### src/shared/sps_map.vh
`ifndef SPS_MAP_VH
`define SPS_MAP_VH

// Register byte addresses
`define SPS_ADDR_W          8
`define SPS_OFF_IRQ_ENABLE  8'h00
`define SPS_OFF_IRQ_DISABLE 8'h04
`define SPS_OFF_IRQ_MASK    8'h08
`define SPS_OFF_FLAGS       8'h0c
`define SPS_OFF_CONTROL     8'h10
`define SPS_OFF_RX_CHAR     8'h14
`define SPS_OFF_TX_HOLD     8'h18

// Status and mask bit positions
`define SPS_B_RX_READY 0
`define SPS_B_TX_READY 1
`define SPS_B_BREAK    2
`define SPS_B_RXDONE   3
`define SPS_B_TXDONE   4
`define SPS_B_OVERRUN  5
`define SPS_B_FRAME    6
`define SPS_B_PARITY   7
`define SPS_B_TIMEOUT  8
`define SPS_B_TXIDLE   9
`define SPS_B_ITER     10
`define SPS_B_TX_EMPTY 11
`define SPS_B_RX_FULL  12
`define SPS_B_NOT_ACKNOWLEDGED_FLAG     13
`define SPS_B_CTS_CHG  19
`define SPS_B_CTS      23

// Valid mask bits 0..13 and 19
`define SPS_MASK_VALID 32'h00083fff
`define SPS_MASK_RESET 32'h00000000

// Control register bits
`define SPS_C_RX_EN    0
`define SPS_C_TX_EN    1
`define SPS_C_CLR_STAT 2
`define SPS_C_BRK_GO   3
`define SPS_C_STPBRK   4

`endif

### src/rtl/sps_status.v
`timescale 1ns/1ps
`include "sps_map.vh"

module sps_status
(
  // Clock and reset
  input  wire        i_core_clk,
  input  wire        i_rst,
  // Register port
  input  wire [7:0]  i_addr,
  input  wire [31:0] i_wdata,
  input  wire        i_wr,
  input  wire        i_rd,
  output reg  [31:0] o_rdata,
  // Receiver events
  input  wire        i_rx_char_done,
  input  wire [8:0]  i_rx_char,
  input  wire        i_break_event,
  input  wire        i_overrun_event,
  input  wire        i_frame_event,
  input  wire        i_parity_event,
  input  wire        i_timeout,
  input  wire        i_iteration,
  input  wire        i_not_acknowledged_flag,
  // Transmitter side
  input  wire        i_tx_shift_take,
  input  wire        i_tx_shift_busy,
  input  wire        i_break_started,
  // DMA channel signals
  input  wire        i_rx_dma_done,
  input  wire        i_tx_dma_done,
  input  wire        i_tx_dma_empty,
  input  wire        i_rx_dma_full,
  // Modem line
  input  wire        i_cts,
  // Outputs toward transmitter and core
  output reg  [8:0]  o_tx_char,
  output reg         o_tx_char_valid,
  output reg         o_rx_enable,
  output reg         o_tx_enable,
  output reg         o_break_request,
  output reg         o_irq
);

  reg  [31:0] irq_mask;
  reg  [8:0]  rx_hold;
  reg         rx_have;
  reg         tx_full;
  reg         cts_prev;
  reg         rx_dma_done_r;
  reg         tx_dma_done_r;
  reg         tx_dma_empty_r;
  reg         rx_dma_full_r;
  wire        f_break;
  wire        f_overrun;
  wire        f_frame;
  wire        f_parity;
  wire        f_clear_to_send_change_flag;
  wire        clr_status;
  wire        flags_read;
  reg  [31:0] next_flags;
  reg  [31:0] next_rdata;

  function wire_hit;
    input [7:0] addr;
    input [7:0] off;
    begin
      wire_hit = (addr == off);
    end
  endfunction

  assign clr_status = i_wr && wire_hit(i_addr, `SPS_OFF_CONTROL) && i_wdata[`SPS_C_CLR_STAT];
  assign flags_read = i_rd && wire_hit(i_addr, `SPS_OFF_FLAGS);

  // Mask and control register
  always @(posedge i_core_clk)
  begin
    if (i_rst)
    begin
      irq_mask    <= `SPS_MASK_RESET;
      o_rx_enable <= 1'b0;
      o_tx_enable <= 1'b0;
    end
    else if (i_wr)
    begin
      if (wire_hit(i_addr, `SPS_OFF_IRQ_ENABLE))
        irq_mask <= irq_mask | (i_wdata & `SPS_MASK_VALID);
      if (wire_hit(i_addr, `SPS_OFF_IRQ_DISABLE))
        irq_mask <= irq_mask & ~(i_wdata & `SPS_MASK_VALID);
      if (wire_hit(i_addr, `SPS_OFF_CONTROL))
      begin
        o_rx_enable <= i_wdata[`SPS_C_RX_EN];
        o_tx_enable <= i_wdata[`SPS_C_TX_EN];
      end
    end
  end

  // Receive holding register; held char survives disable
  always @(posedge i_core_clk)
  begin
    if (i_rst)
    begin
      rx_hold <= 9'h000;
      rx_have <= 1'b0;
    end
    else if (i_rx_char_done)
    begin
      rx_hold <= i_rx_char;
      rx_have <= 1'b1;
    end
    else if (i_rd && wire_hit(i_addr, `SPS_OFF_RX_CHAR))
      rx_have <= 1'b0;
  end

  // Transmit holding register and break request
  always @(posedge i_core_clk)
  begin
    if (i_rst)
    begin
      o_tx_char       <= 9'h000;
      tx_full         <= 1'b0;
      o_tx_char_valid <= 1'b0;
      o_break_request <= 1'b0;
    end
    else
    begin
      if (i_wr && wire_hit(i_addr, `SPS_OFF_TX_HOLD) && o_tx_enable)
      begin
        o_tx_char <= i_wdata[8:0];
        tx_full   <= 1'b1;
      end
      else if (i_tx_shift_take)
        tx_full <= 1'b0;
      o_tx_char_valid <= tx_full && o_tx_enable;
      if (i_wr && wire_hit(i_addr, `SPS_OFF_CONTROL) && i_wdata[`SPS_C_BRK_GO])
        o_break_request <= 1'b1;
      else if (i_break_started ||
               (i_wr && wire_hit(i_addr, `SPS_OFF_CONTROL) && i_wdata[`SPS_C_STPBRK]))
        o_break_request <= 1'b0;
    end
  end

  // Sticky error flags and CTS change flag
  sps_sticky u_break
  (
    .i_core_clk (i_core_clk),
    .i_rst      (i_rst),
    .i_set      (i_break_event),
    .i_clr      (clr_status),
    .o_flag     (f_break)
  );

  sps_sticky u_overrun
  (
    .i_core_clk (i_core_clk),
    .i_rst      (i_rst),
    .i_set      (i_overrun_event),
    .i_clr      (clr_status),
    .o_flag     (f_overrun)
  );

  sps_sticky u_frame
  (
    .i_core_clk (i_core_clk),
    .i_rst      (i_rst),
    .i_set      (i_frame_event),
    .i_clr      (clr_status),
    .o_flag     (f_frame)
  );

  sps_sticky u_parity
  (
    .i_core_clk (i_core_clk),
    .i_rst      (i_rst),
    .i_set      (i_parity_event),
    .i_clr      (clr_status),
    .o_flag     (f_parity)
  );

  sps_sticky u_clear_to_send_change_flag
  (
    .i_core_clk (i_core_clk),
    .i_rst      (i_rst),
    .i_set      (i_cts != cts_prev),
    .i_clr      (flags_read),
    .o_flag     (f_clear_to_send_change_flag)
  );

  // CTS history and DMA signal registers
  always @(posedge i_core_clk)
  begin
    if (i_rst)
    begin
      // Track the pin in reset too, so no false change follows reset
      cts_prev       <= i_cts;
      rx_dma_done_r  <= 1'b0;
      tx_dma_done_r  <= 1'b0;
      tx_dma_empty_r <= 1'b0;
      rx_dma_full_r  <= 1'b0;
    end
    else
    begin
      cts_prev       <= i_cts;
      rx_dma_done_r  <= i_rx_dma_done;
      tx_dma_done_r  <= i_tx_dma_done;
      tx_dma_empty_r <= i_tx_dma_empty;
      rx_dma_full_r  <= i_rx_dma_full;
    end
  end

  // Status word
  always @*
  begin
    next_flags = 32'h00000000;
    next_flags[`SPS_B_RX_READY] = rx_have && o_rx_enable;
    next_flags[`SPS_B_TX_READY] = !tx_full && !o_break_request && o_tx_enable;
    next_flags[`SPS_B_BREAK]   = f_break;
    next_flags[`SPS_B_RXDONE]  = rx_dma_done_r;
    next_flags[`SPS_B_TXDONE]  = tx_dma_done_r;
    next_flags[`SPS_B_OVERRUN] = f_overrun;
    next_flags[`SPS_B_FRAME]   = f_frame;
    next_flags[`SPS_B_PARITY]  = f_parity;
    next_flags[`SPS_B_TIMEOUT] = i_timeout;
    next_flags[`SPS_B_TXIDLE]  = o_tx_enable && !tx_full && !i_tx_shift_busy;
    next_flags[`SPS_B_ITER]    = i_iteration;
    next_flags[`SPS_B_TX_EMPTY] = tx_dma_empty_r;
    next_flags[`SPS_B_RX_FULL]  = rx_dma_full_r;
    next_flags[`SPS_B_NOT_ACKNOWLEDGED_FLAG]    = i_not_acknowledged_flag;
    next_flags[`SPS_B_CTS_CHG]  = f_clear_to_send_change_flag;
    next_flags[`SPS_B_CTS]     = cts_prev;
  end

  // Read mux
  always @*
  begin
    next_rdata = 32'h00000000;
    case (i_addr)
      `SPS_OFF_IRQ_MASK: next_rdata = irq_mask;
      `SPS_OFF_FLAGS:    next_rdata = next_flags;
      `SPS_OFF_CONTROL:  next_rdata = {30'h00000000, o_tx_enable, o_rx_enable};
      `SPS_OFF_RX_CHAR:  next_rdata = {23'h000000, rx_hold};
      default:           next_rdata = 32'h00000000;
    endcase
  end

  always @(posedge i_core_clk)
  begin
    if (i_rst)
    begin
      o_rdata <= 32'h00000000;
      o_irq   <= 1'b0;
    end
    else
    begin
      o_rdata <= i_rd ? next_rdata : 32'h00000000;
      o_irq   <= |(next_flags & irq_mask & `SPS_MASK_VALID);
    end
  end

endmodule // sps_status

### src/rtl/sps_sticky.v
`timescale 1ns/1ps
// Sticky flag: set wins over clear
module sps_sticky
(
  // Clock and reset
  input  wire i_core_clk,
  input  wire i_rst,
  // Events
  input  wire i_set,
  input  wire i_clr,
  // Flag
  output reg  o_flag
);

  always @(posedge i_core_clk)
  begin
    if (i_rst)
      o_flag <= 1'b0;
    else if (i_set)
      o_flag <= 1'b1;
    else if (i_clr)
      o_flag <= 1'b0;
  end

endmodule // sps_sticky

### config.mk
export PLATFORM = sky130hd
export DESIGN_NAME = sps_status
export DESIGN_NICKNAME = d
export VERILOG_FILES = /design/src/rtl/sps_status.v /design/src/rtl/sps_sticky.v
export VERILOG_INCLUDE_DIRS = /design/src /design/src/shared
export SDC_FILE = /design/constraint.sdc
export NUM_CORES = 1
export LEC_CHECK = 0
export BUFFER_PORTS_ARGS = -buffer_cell sky130_fd_sc_hd__buf_2
export CAP_MARGIN = 5
export CORE_AREA = 2 2 100 102
export CTS_BUF_LIST = sky130_fd_sc_hd__clkbuf_4
export CTS_CLUSTER_DIAMETER = 150
export DETAILED_ROUTE_END_ITERATION = 10
export DIE_AREA = 0 0 102 104
export PLACE_DENSITY = 0.62
export SYNTH_ARGS = -nofsm -noshare
export SYNTH_HDL_FRONTEND = slang
export SYNTH_SLANG_ARGS = --single-unit
### constraint.sdc
create_clock -name i_core_clk -period 3.5 [get_ports i_core_clk]
set_input_delay 0.175 -clock i_core_clk [delete_from_list [all_inputs] [get_ports i_core_clk]]
set_output_delay 0.175 -clock i_core_clk [all_outputs]
set_load 0.01 [all_outputs]
==> results.yml, run 1 <==
run_status:
  run_status: "finished clean"
synthesis:
  yosysTopAreaCell: "dfxtp_1"
  synth_top_cell_area_share_pct: 47.4
  syn_area_mm2: 0.00279
  synth_seq_cells: 66
  syn_avg_cell_area_um2: 9.69
  synth_warnings: 0
  postSynth.asyncResetShare_pct: 0
  synth_seq_area_share_pct: 47.4
  synth_top_flop_cell: "dfxtp_1"
  syn_inst: 288
  yosysUniqueCellTypes: 38
  yosys-top-cells-area: "dfxtp_1 (47%), mux2i_1 (6.5%), a21oi_1 (5.6%)"
  synth_edf_count: 0
clocking:
  clk_pin_slew_worst_paths_ns: 0.11
  clock_tree.buffer_depth: 2
  cts_setup_buffers: 0
  cts_buffers: 9
  h-tree-depth: 3
  clock-root-buffer: "clkbuf_4"
  post_cts_resized: 0
  clkLatencyLatePin_ns: 0.41
  cts_hold_buf: 21
  cts_tree: "done"
  cts_sinks: 66
placement:
  io_buffer_count: 81
  hpwl_um: 5240
  gp_congestion: 0.772
  place_ws_ns: 1.45
timing:
  slew_headroom_pct: 34.6
  slew_viol_final: 0
  fmax_ghz: 0.588
  clock_skew_ns: 0.0126
  fin_crit_sh_pct: 48.6
  rsz0062_at_grt: "no"
  fin_crit_ns: 1.70
  hold_viol_final: 0
  setup_violations: 0
  setup_tns_ns: 0
  final.setup.worst_slack_ns: 1.80
  tightest_slew_ns: 0.981
cells_and_area:
  final_common_cell: "buf_2"
  most-common-layout-cells: "buf_2 (81), dfxtp_1 (66), nor2_1 (34)"
  drive_gt1_share_pct: 28.5
  nets: 453
  fill_cells: 1005
  utilization_pct: 37.3
  n_antenna_cell: 0
  synthToLayoutAreaGrowth_pct: 27.5
critical_path:
  path_cells: "and3b_1 -> and3_1 -> mux2i_1 -> nor2_1"
  crit_slowest_cell: "and3_1"
  cp.buffers_inverters: 0
  max_stage_delay_ns: 0.60
  cp_top_family: "simple AND/OR/NAND/NOR gates"
  crit_required_ns: 3.76
  cp-start-kind: "flip-flop"
  cp-end-kind: "flip-flop"
  cp_max_fo: 10
  critPathKind: "flip-flop to flip-flop"
  r2r_slack_ns: 1.80
  crit_arrival_ns: 1.96
die:
  die_area_mm2: 0.0106
  core_mm2: 0.00955
  num_rows: 36
  start_util_pct: 29.2
  die_h_um: 104
  die_w_um: 102
  ios: 115
detailed_routing:
  vias: 2348
  via_per_inst: 4.50
  drt_iter0_drc: 119
  drc: 0
  wirelength_um: 7400
  antenna_left: 0
  first_pass_iters: 4
  routedWlPerCell_um: 14.2
power:
  p_per_area_mw_per_mm2: 413
  p_leak_uw: 0.00151
  peakVddDrop_mv: 0.172
worst_hold_path:
  min_path_type: "primary input to flip-flop"
grt:
  globalRouteOverflowTotal: 0
  grt_usage_pct: 14.0
  grt_antenna_before_repair: 0
  grt_max_degree: 53
  grt_pass1_wl_um: 11500
  grt_pass1_vias: 2259
flow_run:
  drv_cap: 0
-- power breakdown --
part | total, uW | internal (uW) | leakage, uW | switching, uW
sequential | 777 | 766 | 0.000537 | 10.7
combinational | 115 | 55.5 | 0.000887 | 59.6
clock | 578 | 288 | 0.0000835 | 290
total | 1470 | 1110 | 0.00151 | 360
-- cell type report --
cell class              count  area (um2)  share of cell area (%)
well taps                 133         166                    4.68
flip-flops and latches     66        1320                    37.1
multi-input cells         199        1270                    35.6
clock inverters             7        93.8                    2.64
inverters                   5        18.8                   0.528
repair buffers            103         623                    17.5
clock buffers               9        67.6                    1.90
-- cells by family after synthesis --
family	share of synthesized area, %
flops	47.4
mux	6.46
compound gates	19.2
xor+xnor	0.314
other cells	0.134
simple gates	17.2
buf+inv	9.28
-- per-layer routing --
metal  track usage [%]  share of wire, %
met5                 0                 0
met4              3.71              0.43
met3              4.30               6.8
met2              22.2                47
met1              18.4                46
-- synthesized netlist by cell type, types with 2 or more instances --
| cell | number |
|---|---|
| dfxtp_1 | 66 |
| nor2_1 | 34 |
| a21oi_1 | 31 |
| buf_4 | 20 |
| mux2i_1 | 18 |
| a22oi_1 | 16 |
| nand2b_1 | 16 |
| nand2_1 | 11 |
| a31o_1 | 9 |
| and3_1 | 8 |
| clkbuf_1 | 7 |
| a31o_2 | 6 |
| inv_1 | 5 |
| nor2b_1 | 5 |
| a22o_1 | 3 |
| buf_6 | 3 |
| nand3_1 | 3 |
| nand4_1 | 3 |
| a221oi_1 | 2 |
| a22oi_2 | 2 |
| a31oi_1 | 2 |
| buf_2 | 2 |
-- metrics by stage --
stage          hold slack, ns  instances  total power, uW  cell area, um2
2_1_floorplan           0.203        303              849            2850
3_3_place_gp            0.304        485              887            3190
3_5_place_dp            0.312        485              890            3190
4_1_cts               0.00198        522             1480            3560
5_1_grt               0.00323        522             1540            3560
6_report               0.0189        522             1470            3560
-- path summary, 6_finish.rpt --
path / start / to / cells past startpoint
max: o_tx_enable / o_tx_char[2] / 4
min: i_rx_char[2] / rx_hold[2] / 3
max reg2reg: o_tx_enable / o_tx_char[2] / 4
min reg2reg: tx_full / o_tx_char_valid / 2
-- tightest hold or removal path, delay by kind of cell --
family,cells,cell delay [ns]
buffers and inverters,1,0.08
and+or+nand+nor,1,0.08
muxes,1,0.05
No activity file was read; power rests on OpenSTA's default activity.
==> run 2, diff against run 1 <==
clock period = 1.7 ns   (was 3.5 ns; I/O delays follow)
==> run 2 against run 1 <==
Effect of this change: cell count grew 5.0%; die area is the same; sequential share of layout area shrank 2.2 points; register-to-register slack got worse by 1.4 ns; worst setup slack worse by 1.4 ns; first-iteration DRC count grew 13%; flip-flop and latch count did not move; worst hold slack gained 0.024 ns; core utilization up 2.3 points; critical path type is now primary input to flip-flop; largest cell class unchanged.
==> results.yml, run 2 (synthesis gave the netlist of run 1 again) <==
detailed_routing:
  routedWlPerCell_um: 13.7
  vias: 2483
  first_pass_iters: 4
  antenna_left: 0
  via_per_inst: 4.53
  drt_iter0_drc: 134
  wirelength_um: 7500
  drc: 0
clocking:
  h-tree-depth: 3
  clkLatencyLatePin_ns: 0.40
  cts_buffers: 9
  clock_tree.buffer_depth: 2
  cts_sinks: 66
  cts_setup_buffers: 0
  post_cts_resized: 0
  cts_tree: "done"
  clock-root-buffer: "clkbuf_4"
  clk_pin_slew_worst_paths_ns: 0.11
die:
  die_w_um: 102
  core_mm2: 0.00955
  die_area_mm2: 0.0106
  die_h_um: 104
  num_rows: 36
  ios: 115
  start_util_pct: 29.2
power:
  p_leak_uw: 0.00161
  combinationalPowerShare_pct: 9.9
  p_per_area_mw_per_mm2: 728
  p_sw_uw: 689
  pwr-share-seq_pct: 58.1
  internal_power_uw: 2060
  switching_share_pct: 25.1
  peakVddDrop_mv: 0.289
  power.share.clock_pct: 32.0
grt:
  grt_antenna_before_repair: 1
  grt_pass1_wl_um: 11700
  grt_usage_pct: 14.4
  globalRouteOverflowTotal: 0
  grt_max_degree: 52
  grt_pass1_vias: 2405
critical_path:
  max_stage_delay_ns: 0.53
  critPathKind: "primary input to flip-flop"
  crit_slowest_cell: "dlygate4sd3_1"
  crit_required_ns: 2.00
  crit_arrival_ns: 1.58
  cp_top_family: "buffers and inverters"
  cp_max_fo: 10
  path_cells: "dlygate4sd3_1 -> buf_2 -> and3b_1 -> and3_1 -> buf_12 -> mux2i_1 -> nor2_1"
  cp-end-kind: "flip-flop"
  cp.buffers_inverters: 3
  cp-start-kind: "primary input"
timing:
  tightest_slew_ns: 1.20
  slew_headroom_pct: 19.8
  fmax_ghz: 0.780
  setup_violations: 0
  setup_tns_ns: 0
  hold_viol_final: 0
  fin_crit_sh_pct: 75.4
  clock_skew_ns: 0.0149
  fin_crit_ns: 1.28
  rsz0062_at_grt: "no"
  slew_viol_final: 0
cells_and_area:
  drive_gt1_share_pct: 28.5
  most-common-layout-cells: "buf_2 (81), dfxtp_1 (66), dlygate4sd3_1 (39)"
  nets: 478
  final_common_cell: "buf_2"
  utilization_pct: 39.6
  synthToLayoutAreaGrowth_pct: 35.4
placement:
  gp_congestion: 0.803
  io_buffer_count: 81
  hpwl_um: 5270
worst_hold_path:
  min_path_type: "primary input to flip-flop"
run_status:
  run_status: "finished clean"
flow_run:
  drv_cap: 0
-- run 2: tightest hold or removal path, stage by stage --
cell     delay, ns
buf_2         0.13
nand4_1       0.07
a21oi_1       0.06
nor2_1        0.07
-- run 2: cell type report --
type	count	area [um2]
fillers	965	5770
flip-flops and latches	66	1320
multi-input cells	199	1270
repair buffers	128	893
well taps	133	166
clock buffers	12	90.1
clock inverters	4	18.8
inverters	5	18.8
diodes	1	2.50
-- run 2: metal layers --
metal	share of wire (%)	global-route usage, %	vias up
li1	-	-	1235
met1	46	18.3	1145
met2	45	22.5	90
met3	6.7	4.10	13
met4	2.1	6.00	0
met5	0	0	-
-- run 2: timing repair --
action	4_1_cts	5_1_grt
hold buffers	39	0
setup endpoints to repair	0	0
endpoints found under the hold margin	50	0
-- run 2: worst paths after layout --
path | startpoint | endpoint | cells past startpoint | slack [ns]
setup / recovery | i_wr | o_tx_char[7] | 7 | 0.42
hold / removal | i_addr[2] | u_clear_to_send_change_flag.o_flag | 4 | 0.04
setup reg to reg | o_tx_enable | o_tx_char[7] | 5 | 0.43
hold reg to reg | o_tx_char[8] | o_tx_char[8] | 2 | 0.50
-- run 2: power by group through the flow --
stage / Sequential [uW] / Combinational [uW] / Clock, uW
global route: 1600 / 299 / 974
detailed placement: 1630 / 201 / 0
finish: 1600 / 272 / 879
floorplan: 1630 / 123 / 0
CTS: 1600 / 272 / 917
global placement: 1630 / 198 / 0
-- run 2: stage by stage --
step           power, uW  cell area [um2]  setup WS, ns  hold slack [ns]  std cells
6_report            2750             3780         0.418           0.0425        548
5_1_grt             2870             3780         0.306           0.0416        548
4_1_cts             2790             3770         0.431           0.0175        547
3_5_place_dp        1830             3280         0.170            0.217        492
3_3_place_gp        1830             3280         0.198            0.214        492
2_1_floorplan       1750             2850         0.445            0.113        303
